$ cat src/common/wprot_pkg.sv
// constants for the peripheral write-protect register slice
// assumes a simple word-wide register port on the peripheral bus clock
package wprot_pkg;
  localparam int unsigned ADDR_W = 8;
  localparam int unsigned DATA_W = 32;
  localparam logic [7:0] OFS_CLEAR = 8'h00;
  localparam logic [7:0] OFS_SET = 8'h04;
  // bridge instance 0: bits 6..1
  localparam logic [31:0] MASK_BR0 = 32'h0000_007e;
  localparam logic [31:0] RST_BR0 = 32'h0000_0000;
  // bridge instance 1: bits 6,3,2,1; debug service unit starts protected
  localparam logic [31:0] MASK_BR1 = 32'h0000_004e;
  localparam logic [31:0] RST_BR1 = 32'h0000_0002;
  // bridge instance 2: bit 16 adc, 15..8 timers, 7..2 serial units, 1 event routing
  localparam logic [31:0] MASK_BR2 = 32'h0001_fffe;
  localparam logic [31:0] RST_BR2 = 32'h0000_0000;
  localparam int unsigned POS_EVENT_ROUTING = 1;
  localparam int unsigned POS_SERIAL_LO = 2;
  localparam int unsigned POS_TIMER_LO = 8;
  localparam int unsigned POS_ADC = 16;
endpackage

$ cat src/verilog/peripheral_write_protect_regs.sv
// protection state registers for one bridge instance, plus per-peripheral write gating
// assumes the register port and peripheral write requests are on mclk_in
`timescale 1ns/10ps
// Behaviour
// - writing zero to any protection bit leaves that peripheral's state alone.
// - writing one to a clear-register bit unprotects that peripheral, read as 0.
// - in bridge two, bits 15..8 guard the timers, bit 16 the adc and bit 1 event routing.
// - in bridge two, bits 7..2 guard the six serial units in ascending order.
// - writing one to a set-register bit protects that peripheral in the shared state.
// - reads of set and clear registers return the same shared state.
// - a write to a protected peripheral is dropped and answered with an access error.
// - protecting an already protected or unprotecting an unprotected peripheral errors.
module peripheral_write_protect_regs #(
  parameter int unsigned BRIDGE = 2
) (
  input wire logic mclk_in,
  input wire logic sys_rst_in,
  input wire logic reg_sel_in,
  input wire logic reg_wr_in,
  input wire logic [wprot_pkg::ADDR_W-1:0] reg_addr_in,
  input wire logic [wprot_pkg::DATA_W-1:0] reg_wdata_in,
  output logic [wprot_pkg::DATA_W-1:0] reg_rdata_out,
  output logic reg_err_out,
  input wire logic periph_wr_in,
  input wire logic [4:0] periph_idx_in,
  output logic periph_wr_ok_out,
  output logic periph_err_out,
  output logic [wprot_pkg::DATA_W-1:0] protect_out
);
  import wprot_pkg::*;

  localparam logic [31:0] MASK = (BRIDGE == 0) ? MASK_BR0 : (BRIDGE == 1) ? MASK_BR1 : MASK_BR2;
  localparam logic [31:0] RST = (BRIDGE == 0) ? RST_BR0 : (BRIDGE == 1) ? RST_BR1 : RST_BR2;

  typedef struct packed {
    logic [31:0] prot;
    logic [31:0] rdata;
    logic err;
    logic perr;
  } state_t;

  state_t st_ff;
  state_t nxt_st;
  logic [31:0] wbits;
  logic hit_clr;
  logic hit_set;
  logic hit_rd;
  logic blocked;
  // per-bit next state and double-operation flags, filled by the cell loop
  logic [31:0] cell_nxt;
  logic [31:0] cell_dup;

  // request decode; an unmapped offset matches neither register and is ignored
  assign hit_clr = reg_sel_in && reg_wr_in && (reg_addr_in == OFS_CLEAR);
  assign hit_set = reg_sel_in && reg_wr_in && (reg_addr_in == OFS_SET);
  assign hit_rd = reg_sel_in && !reg_wr_in && (reg_addr_in == OFS_CLEAR || reg_addr_in == OFS_SET);
  assign wbits = reg_wdata_in & MASK;
  assign blocked = st_ff.prot[periph_idx_in];

  // one cell per bit; positions without a peripheral are tied off, so a stray one
  // written there can neither change state nor raise an error
  for (genvar b = 0; b < 32; b++)
  begin : g_cell
    if (MASK[b])
    begin : g_live
      assign cell_nxt[b] = (hit_clr && wbits[b]) ? 1'b0 :
        ((hit_set && wbits[b]) ? 1'b1 : st_ff.prot[b]);
      assign cell_dup[b] = wbits[b] && ((hit_clr && !st_ff.prot[b]) || (hit_set && st_ff.prot[b]));
      bit_clear_a: assert property (@(posedge mclk_in) disable iff (sys_rst_in)
        (hit_clr && reg_wdata_in[b])
        |=> !protect_out[b])
        else $error("cleared bit still protected");
      bit_set_a: assert property (@(posedge mclk_in) disable iff (sys_rst_in)
        (hit_set && reg_wdata_in[b])
        |=> protect_out[b])
        else $error("set bit not protected");
      bit_hold_a: assert property (@(posedge mclk_in) disable iff (sys_rst_in)
        !((hit_clr || hit_set) && reg_wdata_in[b])
        |=> $stable(protect_out[b]))
        else $error("unwritten bit changed");
      bit_double_a: assert property (@(posedge mclk_in) disable iff (sys_rst_in)
        (reg_wdata_in[b] && ((hit_set && protect_out[b]) || (hit_clr && !protect_out[b])))
        |=> reg_err_out)
        else $error("double operation not flagged");
    end
    else
    begin : g_tied
      assign cell_nxt[b] = 1'b0;
      assign cell_dup[b] = 1'b0;
      bit_tied_a: assert property (@(posedge mclk_in) disable iff (sys_rst_in)
        !protect_out[b] && !reg_rdata_out[b])
        else $error("unassigned bit not zero");
    end
  end

  // the shared state answers both offsets; only a read request drives rdata
  always_comb
  begin
    nxt_st = st_ff;
    nxt_st.prot = cell_nxt;
    nxt_st.err = |cell_dup;
    nxt_st.perr = periph_wr_in && blocked;
    nxt_st.rdata = 32'h0000_0000;
    if (hit_rd)
    begin
      nxt_st.rdata = st_ff.prot & MASK;
    end
  end

  always_ff @(posedge mclk_in)
  begin
    if (sys_rst_in)
    begin
      st_ff <= '{prot: RST, rdata: 32'h0000_0000, err: 1'b0, perr: 1'b0};
    end
    else
    begin
      st_ff <= nxt_st;
    end
  end

  // write gate is combinational so a blocked write never reaches the peripheral
  assign periph_wr_ok_out = periph_wr_in && !blocked;
  assign periph_err_out = st_ff.perr;
  assign reg_rdata_out = st_ff.rdata;
  assign reg_err_out = st_ff.err;
  assign protect_out = st_ff.prot;

  zero_write_a: assert property (@(posedge mclk_in) disable iff (sys_rst_in)
    (hit_clr || hit_set) |=> ((protect_out & ~$past(wbits)) == ($past(protect_out) & ~$past(wbits))))
    else $error("unwritten protection bit changed");
  clear_write_a: assert property (@(posedge mclk_in) disable iff (sys_rst_in)
    hit_clr |=> ((protect_out & $past(wbits)) == 32'h0000_0000))
    else $error("clear did not unprotect");
  set_write_a: assert property (@(posedge mclk_in) disable iff (sys_rst_in)
    hit_set |=> ((protect_out & $past(wbits)) == $past(wbits)))
    else $error("set did not protect");
  read_same_a: assert property (@(posedge mclk_in) disable iff (sys_rst_in)
    (reg_sel_in && !reg_wr_in && (reg_addr_in == OFS_SET || reg_addr_in == OFS_CLEAR))
    |=> (reg_rdata_out == ($past(protect_out) & MASK)))
    else $error("read value differs from state");
  blocked_write_a: assert property (@(posedge mclk_in) disable iff (sys_rst_in)
    (periph_wr_in && protect_out[periph_idx_in]) |-> !periph_wr_ok_out ##1 periph_err_out)
    else $error("protected write not blocked");
  double_op_a: assert property (@(posedge mclk_in) disable iff (sys_rst_in)
    (hit_set && |(wbits & protect_out)) |=> reg_err_out)
    else $error("double protect not flagged");
  unassigned_zero_a: assert property (@(posedge mclk_in) disable iff (sys_rst_in)
    ((protect_out & ~MASK) == 32'h0000_0000) && ((reg_rdata_out & ~MASK) == 32'h0000_0000))
    else $error("unassigned bit set");
  map_bits_a: assert property (@(posedge mclk_in) disable iff (sys_rst_in)
    (BRIDGE != 2) || (MASK[POS_ADC] && MASK[POS_EVENT_ROUTING] && (MASK[POS_TIMER_LO+7:POS_SERIAL_LO] == 14'h3fff)))
    else $error("bridge two bit map wrong");

  // register side: an error pulse only follows a write that repeats the current state
  dup_clear_a: assert property (@(posedge mclk_in) disable iff (sys_rst_in)
    (hit_clr && ((reg_wdata_in & MASK & ~protect_out) != 32'h0000_0000))
    |=> reg_err_out)
    else $error("double unprotect not flagged");

  clean_clear_a: assert property (@(posedge mclk_in) disable iff (sys_rst_in)
    (hit_clr && ((reg_wdata_in & MASK & ~protect_out) == 32'h0000_0000))
    |=> !reg_err_out)
    else $error("clean clear flagged");

  clean_set_a: assert property (@(posedge mclk_in) disable iff (sys_rst_in)
    (hit_set && ((reg_wdata_in & MASK & protect_out) == 32'h0000_0000))
    |=> !reg_err_out)
    else $error("clean set flagged");

  err_cause_a: assert property (@(posedge mclk_in) disable iff (sys_rst_in)
    !(reg_sel_in && reg_wr_in)
    |=> !reg_err_out)
    else $error("error without a write");

  read_idle_a: assert property (@(posedge mclk_in) disable iff (sys_rst_in)
    !(reg_sel_in && !reg_wr_in)
    |=> (reg_rdata_out == 32'h0000_0000))
    else $error("read data without a read");

  read_clear_a: assert property (@(posedge mclk_in) disable iff (sys_rst_in)
    (reg_sel_in && !reg_wr_in && (reg_addr_in == OFS_CLEAR))
    |=> (reg_rdata_out == $past(protect_out)))
    else $error("clear register read wrong");

  read_set_a: assert property (@(posedge mclk_in) disable iff (sys_rst_in)
    (reg_sel_in && !reg_wr_in && (reg_addr_in == OFS_SET))
    |=> (reg_rdata_out == $past(protect_out)))
    else $error("set register read wrong");

  state_hold_a: assert property (@(posedge mclk_in) disable iff (sys_rst_in)
    !(reg_sel_in && reg_wr_in)
    |=> $stable(protect_out))
    else $error("state changed without a write");

  unmapped_write_a: assert property (@(posedge mclk_in) disable iff (sys_rst_in)
    (reg_sel_in && (reg_addr_in != OFS_CLEAR) && (reg_addr_in != OFS_SET))
    |=> ($stable(protect_out) && !reg_err_out && (reg_rdata_out == 32'h0000_0000)))
    else $error("unmapped access had an effect");

  // no disable here: this one watches the reset itself
  reset_state_a: assert property (@(posedge mclk_in)
    sys_rst_in
    |=> ((protect_out == RST) && (reg_rdata_out == 32'h0000_0000) && !reg_err_out && !periph_err_out))
    else $error("reset state wrong");

  // peripheral side
  open_write_a: assert property (@(posedge mclk_in) disable iff (sys_rst_in)
    (periph_wr_in && !protect_out[periph_idx_in])
    |-> periph_wr_ok_out ##1 !periph_err_out)
    else $error("unprotected write refused");

  idle_gate_a: assert property (@(posedge mclk_in) disable iff (sys_rst_in)
    !periph_wr_in
    |-> !periph_wr_ok_out ##1 !periph_err_out)
    else $error("gate active without a write");

  write_gate_a: assert property (@(posedge mclk_in) disable iff (sys_rst_in)
    periph_wr_ok_out
    |-> (periph_wr_in && !protect_out[periph_idx_in]))
    else $error("write passed while protected");

  perr_cause_a: assert property (@(posedge mclk_in) disable iff (sys_rst_in)
    periph_err_out
    |-> $past(periph_wr_in))
    else $error("access error without a write");
endmodule
$ cat config.mk
export PLATFORM = sky130hd
export DESIGN_NAME = peripheral_write_protect_regs
export DESIGN_NICKNAME = d
export VERILOG_FILES = /design/src/common/wprot_pkg.sv /design/src/verilog/peripheral_write_protect_regs.sv
export SDC_FILE = /design/constraint.sdc
export NUM_CORES = 1
export LEC_CHECK = 0
export ABC_AREA = 1
export ABC_CLOCK_PERIOD_IN_PS = 2900
export BUFFER_PORTS_ARGS = -buffer_cell sky130_fd_sc_hd__buf_4
export CAP_MARGIN = 20
export CORE_MARGIN = 5
export CORE_UTILIZATION = 48
export CTS_BUF_LIST = sky130_fd_sc_hd__clkbuf_2 sky130_fd_sc_hd__clkbuf_4 sky130_fd_sc_hd__clkbuf_8
export DETAILED_ROUTE_END_ITERATION = 6
export PLACE_DENSITY = 0.88
export REMOVE_ABC_BUFFERS = 1
export SYNTH_ARGS = -nofsm -noshare
export SYNTH_HDL_FRONTEND = slang
export SYNTH_SLANG_ARGS = --single-unit
$ cat constraint.sdc
create_clock -name mclk_in -period 2.9 [get_ports mclk_in]
set_clock_uncertainty 0.15 [all_clocks]
set_input_delay 0.58 -clock mclk_in [delete_from_list [all_inputs] [get_ports mclk_in]]
set_output_delay 0.58 -clock mclk_in [all_outputs]
set_load 0.1 [all_outputs]
==> run metrics, run 1 <==
status finished clean; RSZ-0062 raised after global routing false; clock-pin slew on the worst setup and hold paths 0.06 ns; Final Util around three fifths; via count around 2000; Clk Latency, worst-skew pair 0.29 ns; die footprint between 5000 and 6000 um^2; Clock Sinks 34; CTS Buf Count 5; Iteration-0 DRC Markers between 200 and 250; CTS tree done; Initial DRT Pass Iterations 5; Routed WL per cell about 13 um; Final nets a little over 400; Mean Syn Cell Area about 6.7 um^2; synthesized area around 1900 um^2; reg2reg end periph_err_out; CP Class primary input to output port; buffer depth of the longest clock path 2; port bufs 68; global route overflow 0; cts-stage hold buffer count 0; Worst R2R Start protect_out[5]; Post-CTS Setup Bufs 0; DP HPWL approximately 3800 um; DRT Wirelength between 5000 and 6000 um; vias in the first global route 1846; crit path max fanout 16; Worst VDD drop roughly 220 uV; Die Y between 70 and 80 um; reg2reg path depth 9; pwr dens 475 nW/um^2; Syn Inst Count between 200 and 300; LEAKAGE 1.29 nW; post-CTS resize count 0; final period utilization approximately 84%; Slew @ Worst Pin 0.567 ns; Diodes inserted 0; WP data required ~2.2 ns; max-cap viol count 0; worst min path class primary input to flip-flop; endpoints failing setup 0; Core Box Area around 4000 um^2; PnR Total Power between 1 and 1.5 mW; R2R Setup Slk ~1.4 ns; H-tree Lvls 2; layout cells sized above 1 between 20 and 25%; area post-placement roughly 2300 um^2; die span in x approximately 74 um; CP endpoint kind output port; Multi-input gate area 967 um^2; commonest non-fill, non-tap cell in the layout nand2_1; CP arrival approximately 1.7 ns; gr usage total about a fifth; # rows 23; Initial Util roughly 49%; Worst Hold End reg_err_out; FF+latch area 681 um^2; area delta synth->final 25.8%; fin area 2440 um^2; max_slew headroom around 62%; Tmin final 2.44 ns; final hold vios 0; most frequent cells in the layout nand2_1 (81), buf_4 (69), nand3_1 (39); flops & latches, synth 34; CTS Root Buffer Type clkbuf_8; Max Freq between 400 and 500 MHz; largest net degree at the start of global routing 19; Vias/cell about 4.9; initial antenna violation count 0; hold depth 2; Slew Viols, Final 0; sequential cell area fraction in the yosys report around a third; final antenna-violating net count 0; DRC 0; Placement Setup Slack about 0.45 ns; Top-Level Pins approximately 120; distinct cell type count after synthesis 22; hold_sp sys_rst_in; Synthesis Warnings 0; Worst Setup Slack, final roughly 0.46 ns; first-pass GRT wire length 7930 um; Critical Path Source Type primary input; Filler cells roughly 370; GPL Wtd Cong a little over 0.8
## cells by family (layout without fill, tap and decap cells)
family / Yosys count / count (layout) / share of synthesized area, %
other: 1 / 32 / 0.193
flip-flops: 34 / 34 / 35.1
buffers and inverters: 69 / 105 / 21.1
AND/OR/NAND/NOR: 158 / 158 / 35.5
AO/OA/AOI/OAI: 30 / 30 / 8.12
## power breakdown
part	switching, mW	total [mW]	internal (mW)
registers	0.000260	0.468	0.467
logic	0.237	0.279	0.0419
clock network	0.174	0.414	0.240
total	0.411	1.16	0.749
## stage by stage
step	instances	hold slack [ns]	setup TNS, ns
floorplan	282	0.502	-0.427
global route	409	0.326	0
CTS	409	0.316	0
detailed placement	401	0.358	0
finish	409	0.328	0
global placement	401	0.349	0
## synthesized netlist by cell type, drive strengths merged
master,instances,area [um^2]
a21oi,21,105
nand3,40,213
nand4,1,6.26
o21ai,6,30.0
o211ai,3,22.5
nand2,83,322
nor2,31,133
conb,1,3.75
dfxtp,34,681
buf,39,297
clkbuf,2,8.75
nor3,2,10.0
inv,28,105
and2,1,6.26
## worst max path at each step
stage,startpoint,end,slack (ns),cells after the start
final,periph_idx_in[0],periph_wr_ok_out,0.46,10
after global routing,protect_out[15],periph_wr_ok_out,0.24,10
after CTS,periph_idx_in[0],periph_wr_ok_out,0.44,10
after global placement,periph_idx_in[0],periph_wr_ok_out,0.45,10
after floorplan,protect_out[7],periph_wr_ok_out,-0.43,9
after detailed placement,periph_idx_in[0],periph_wr_ok_out,0.45,10
## registers in the layout, indices dropped and copies added (netlist names)
name	flops
periph_err_out	1
reg_err_out	1
protect_out	16
reg_rdata_out	16
## worst max-delay path: stages
cell and delay [ns]:
buf_4 0.16, a21oi_1 0.14, o21ai_0 0.10, nand3_1 0.08, nand3_1 0.07, nand2_1 0.06
inv_1 0.03, o21ai_0 0.19, nor2_1 0.06, buf_4 0.23
## layer usage
layer | global-route usage (%) | wire (um) | up-vias
met2 | 33.6 | 2690 | 79
met4 | 9.66 | 110 | 0
li1 | - | - | 990
met1 | 20.5 | 2000 | 922
met3 | 5.34 | 440 | 10
met5 | 0 | 0 | -
## area by class of cell
class	instances	share of cell area (%)
Clock buffer	8	4.51
Timing Repair Buffer	69	21.2
Sequential cell	34	27.9
Tap cell	50	2.56
Inverter	28	4.30
Multi-Input combinational cell	220	39.6
(Power assumes the default switching activity.)
==> run 2, diff against run 1 <==
ABC_AREA = 0   (was 1)
ABC_CLOCK_PERIOD_IN_PS = 2300   (was 2900)
CORE_UTILIZATION = 44   (was 48)
PLACE_DENSITY = 0.82   (was 0.88)
clock period = 2.3 ns   (was 2.9 ns; I/O delays follow)
==> run 2 against run 1 <==
Against the previous run: the flow now finishes with violations (setup timing); cell count fell by 18%; synthesized cell count fell by 30%; die area rose by 6.1%; total power increased by 27%; non-clock buffer count increased by 16; setup slack got worse by 0.53 ns; sequential power grew 26%; combinational power grew 32%; sequential share of layout area shrank 1.2 points; clock-buffer cell count is the same; critical path depth down 5; critical path type is now flip-flop to output port; highest routed layer unchanged.
==> run metrics, run 2 <==
status finished with violations; Mean Syn Cell Area 9.35 um^2 (+41%); worst min path class primary input to flip-flop; largest net degree at the start of global routing 25 (+6); CP bufs+invs 1 (-2); Placement Setup Slack -0.157 ns (-0.605 ns); fin area 2560 um^2 (+4.7%); final period utilization 103%; Worst VDD drop 332 uV (+50%); clock-pin slew on the worst setup and hold paths 0.07 ns (about the same); Max Freq 421 MHz; Final nets 334 (-18%); die footprint 5750 um^2 (+6.1%); CP endpoint kind output port; final antenna-violating net count 0 (unchanged); most frequent cells in the layout buf_4 (83), dfxtp_1 (33), conb_1 (32); cts-stage hold buffer count 0 (unchanged); Top-Level Pins 117 (unchanged); port bufs 68 (unchanged); final hold vios 0 (unchanged); distinct cell type count after synthesis 40 (+82%); H-tree Lvls 2 (unchanged); flops & latches, synth 34 (unchanged); global route overflow 0 (unchanged); via count 1687 (-16%); Post-synth top cells buf_4 (34), dfxtp_1 (34), nand4_1 (17); CP max stage cell mux4_2; DP HPWL 3690 um (-3.3%); endpoints failing setup 1 (+1); ys flop type dfxtp_1; Diodes inserted 0 (unchanged); synthesized area 1910 um^2 (-1.8%); CTS tree done; commonest non-fill, non-tap cell in the layout buf_4; Post-CTS Setup Bufs 0 (unchanged); failing checks setup timing; CTS Buf Count 5 (unchanged); CP Class flip-flop to output port; max-cap viol count 0 (unchanged); LEAKAGE 1.29 nW (+0.27%); sequential cell area fraction in the yosys report 35.7% (+0.64 points); Slew @ Worst Pin 0.547 ns (-0.0201 ns); DRC 0 (unchanged); first-pass GRT wire length 7740 um (-2.4%); Die Y 75.8 um (+3.0%); buffer depth of the longest clock path 2 (unchanged); Iteration-0 DRC Markers 125 (-43%); # rows 24 (+4.3%); die span in x 75.8 um (+3.0%); Initial Util 44.7% (-4.2 points); crit path max fanout 2 (-14); initial antenna violation count 0 (unchanged); Synthesis Warnings 0 (unchanged); max_slew headroom 63.4% (+1.3 points); Async SR Flop Fraction 0% (unchanged); area leader, netlist dfxtp_1; layout cells sized above 1 37.5% (+14 points); Critical Path Source Type flip-flop; gr usage total 17.5% (-1.5 points); largest cells by area after synthesis dfxtp_1 (36%), buf_4 (13%), mux2i_1 (8.4%), nand4_1 (5.6%), and2_1 (5.2%); GPL Wtd Cong 0.851 (+3.6%); Syn Inst Count 204 (-30%); CP peak stage delay 0.49 ns (+0.26 ns); area delta synth->final 34.1%; Inst Count DP 329 (-18%); CTS Root Buffer Type clkbuf_8; Worst path top cell family by delay multiplexers; WP data required 1.69 ns (-0.48 ns); RSZ-0062 raised after global routing true; CP cell instances mux4_2 -> a22oi_2 -> o311a_1 -> and2_4 -> buf_12; Post-synth EDFFs 0 (unchanged); pwr dens 574 nW/um^2 (+21%); Core Box Area 4260 um^2 (+7.4%); Clock Sinks 34 (unchanged); Routed WL per cell 14.6 um (+14%); PnR Total Power 1.47 mW (+27%); Clk Latency, worst-skew pair 0.28 ns (about the same); final non-filler cell total 337 (-18%); DRT Wirelength 4930 um (-5.9%); area post-placement 2420 um^2 (+3.8%); Tmin final 2.37 ns; Synth top area share 35.7% (+0.64 points); Initial DRT Pass Iterations 4 (-1); Vias/cell 5.01 (+2.3%); vias in the first global route 1617 (-12%); Slew Viols, Final 0 (unchanged); CP arrival 1.76 ns (+0.05 ns); Worst Setup Slack, final -0.0737 ns (-0.534 ns)
==> run 2: cell count changes in the layout (fill, tap and decap cells not counted), moves of 14 or more <==
cell / before / now
and2_1: 1 / 15
mux2i_1: 0 / 16
inv_1: 26 / 7
a21oi_1: 21 / 1
buf_4: 69 / 83
nand4_1: 1 / 17
nand2_1: 81 / 6
nor2_1: 30 / 16
nand3_1: 39 / 0
==> run 2: worst paths after layout <==
kind / from / depth (start not counted) / slack [ns] / endpoint
setup / recovery: protect_out[15] / 5 / -0.07 / periph_wr_ok_out
hold / removal: periph_wr_in / 2 / 0.31 / periph_err_out
setup reg to reg: protect_out[15] / 5 / 0.76 / reg_err_out
hold reg to reg: protect_out[7] / 1 / 0.38 / reg_rdata_out[7]
==> run 2: kinds of logic (layout without fill, tap and decap cells) <==
logic type	after synthesis	in the layout	share of synthesized area, %
flops	34	34	35.7
simple gates	78	78	25.5
mux	21	21	12.5
compound gates	20	20	8.66
buf+inv	50	100	17.4
other cells	1	32	0.197
==> run 2: final cells by class <==
class,count,area [um^2]
clock buffers,8,110
fillers,382,1710
inverters,7,26.3
multi-input cells,151,1020
flip-flops and latches,34,682
well taps,52,65.1
repair buffers,85,654
==> run 2: metal layers <==
layer | share of wire (%) | global-route usage, % | routed length (um) | vias to the layer above
li1 | - | - | - | 819
met1 | 39 | 22.9 | 1900 | 786
met2 | 51 | 29.2 | 2510 | 80
met3 | 10 | 4.49 | 504 | 2
met4 | 0.26 | 3.69 | 13 | 0
met5 | 0 | 0 | 0 | -
==> run 2: report_power, final <==
part / internal, mW / switching (mW)
Clock: 0.302 / 0.210
Combinational: 0.0666 / 0.301
Sequential: 0.589 / 0.000198
Total: 0.958 / 0.511
==> run 2: per-stage QoR <==
step                      hold WS [ns]  TNS [ns]  util (%)
after floorplan                  0.382    -0.660         -
after global placement           0.376    -0.148      56.8
after detailed placement         0.377    -0.157      56.8
after CTS                        0.299   -0.0774      59.8
after global routing             0.306    -0.144      60.0
final                            0.306   -0.0737      60.0
==> run 2: repair_timing <==
action,4_1_cts,5_1_grt
endpoints found under the hold margin,0,0
pin swaps,1,2
setup endpoints to repair,1,1
gates resized for setup,6,1
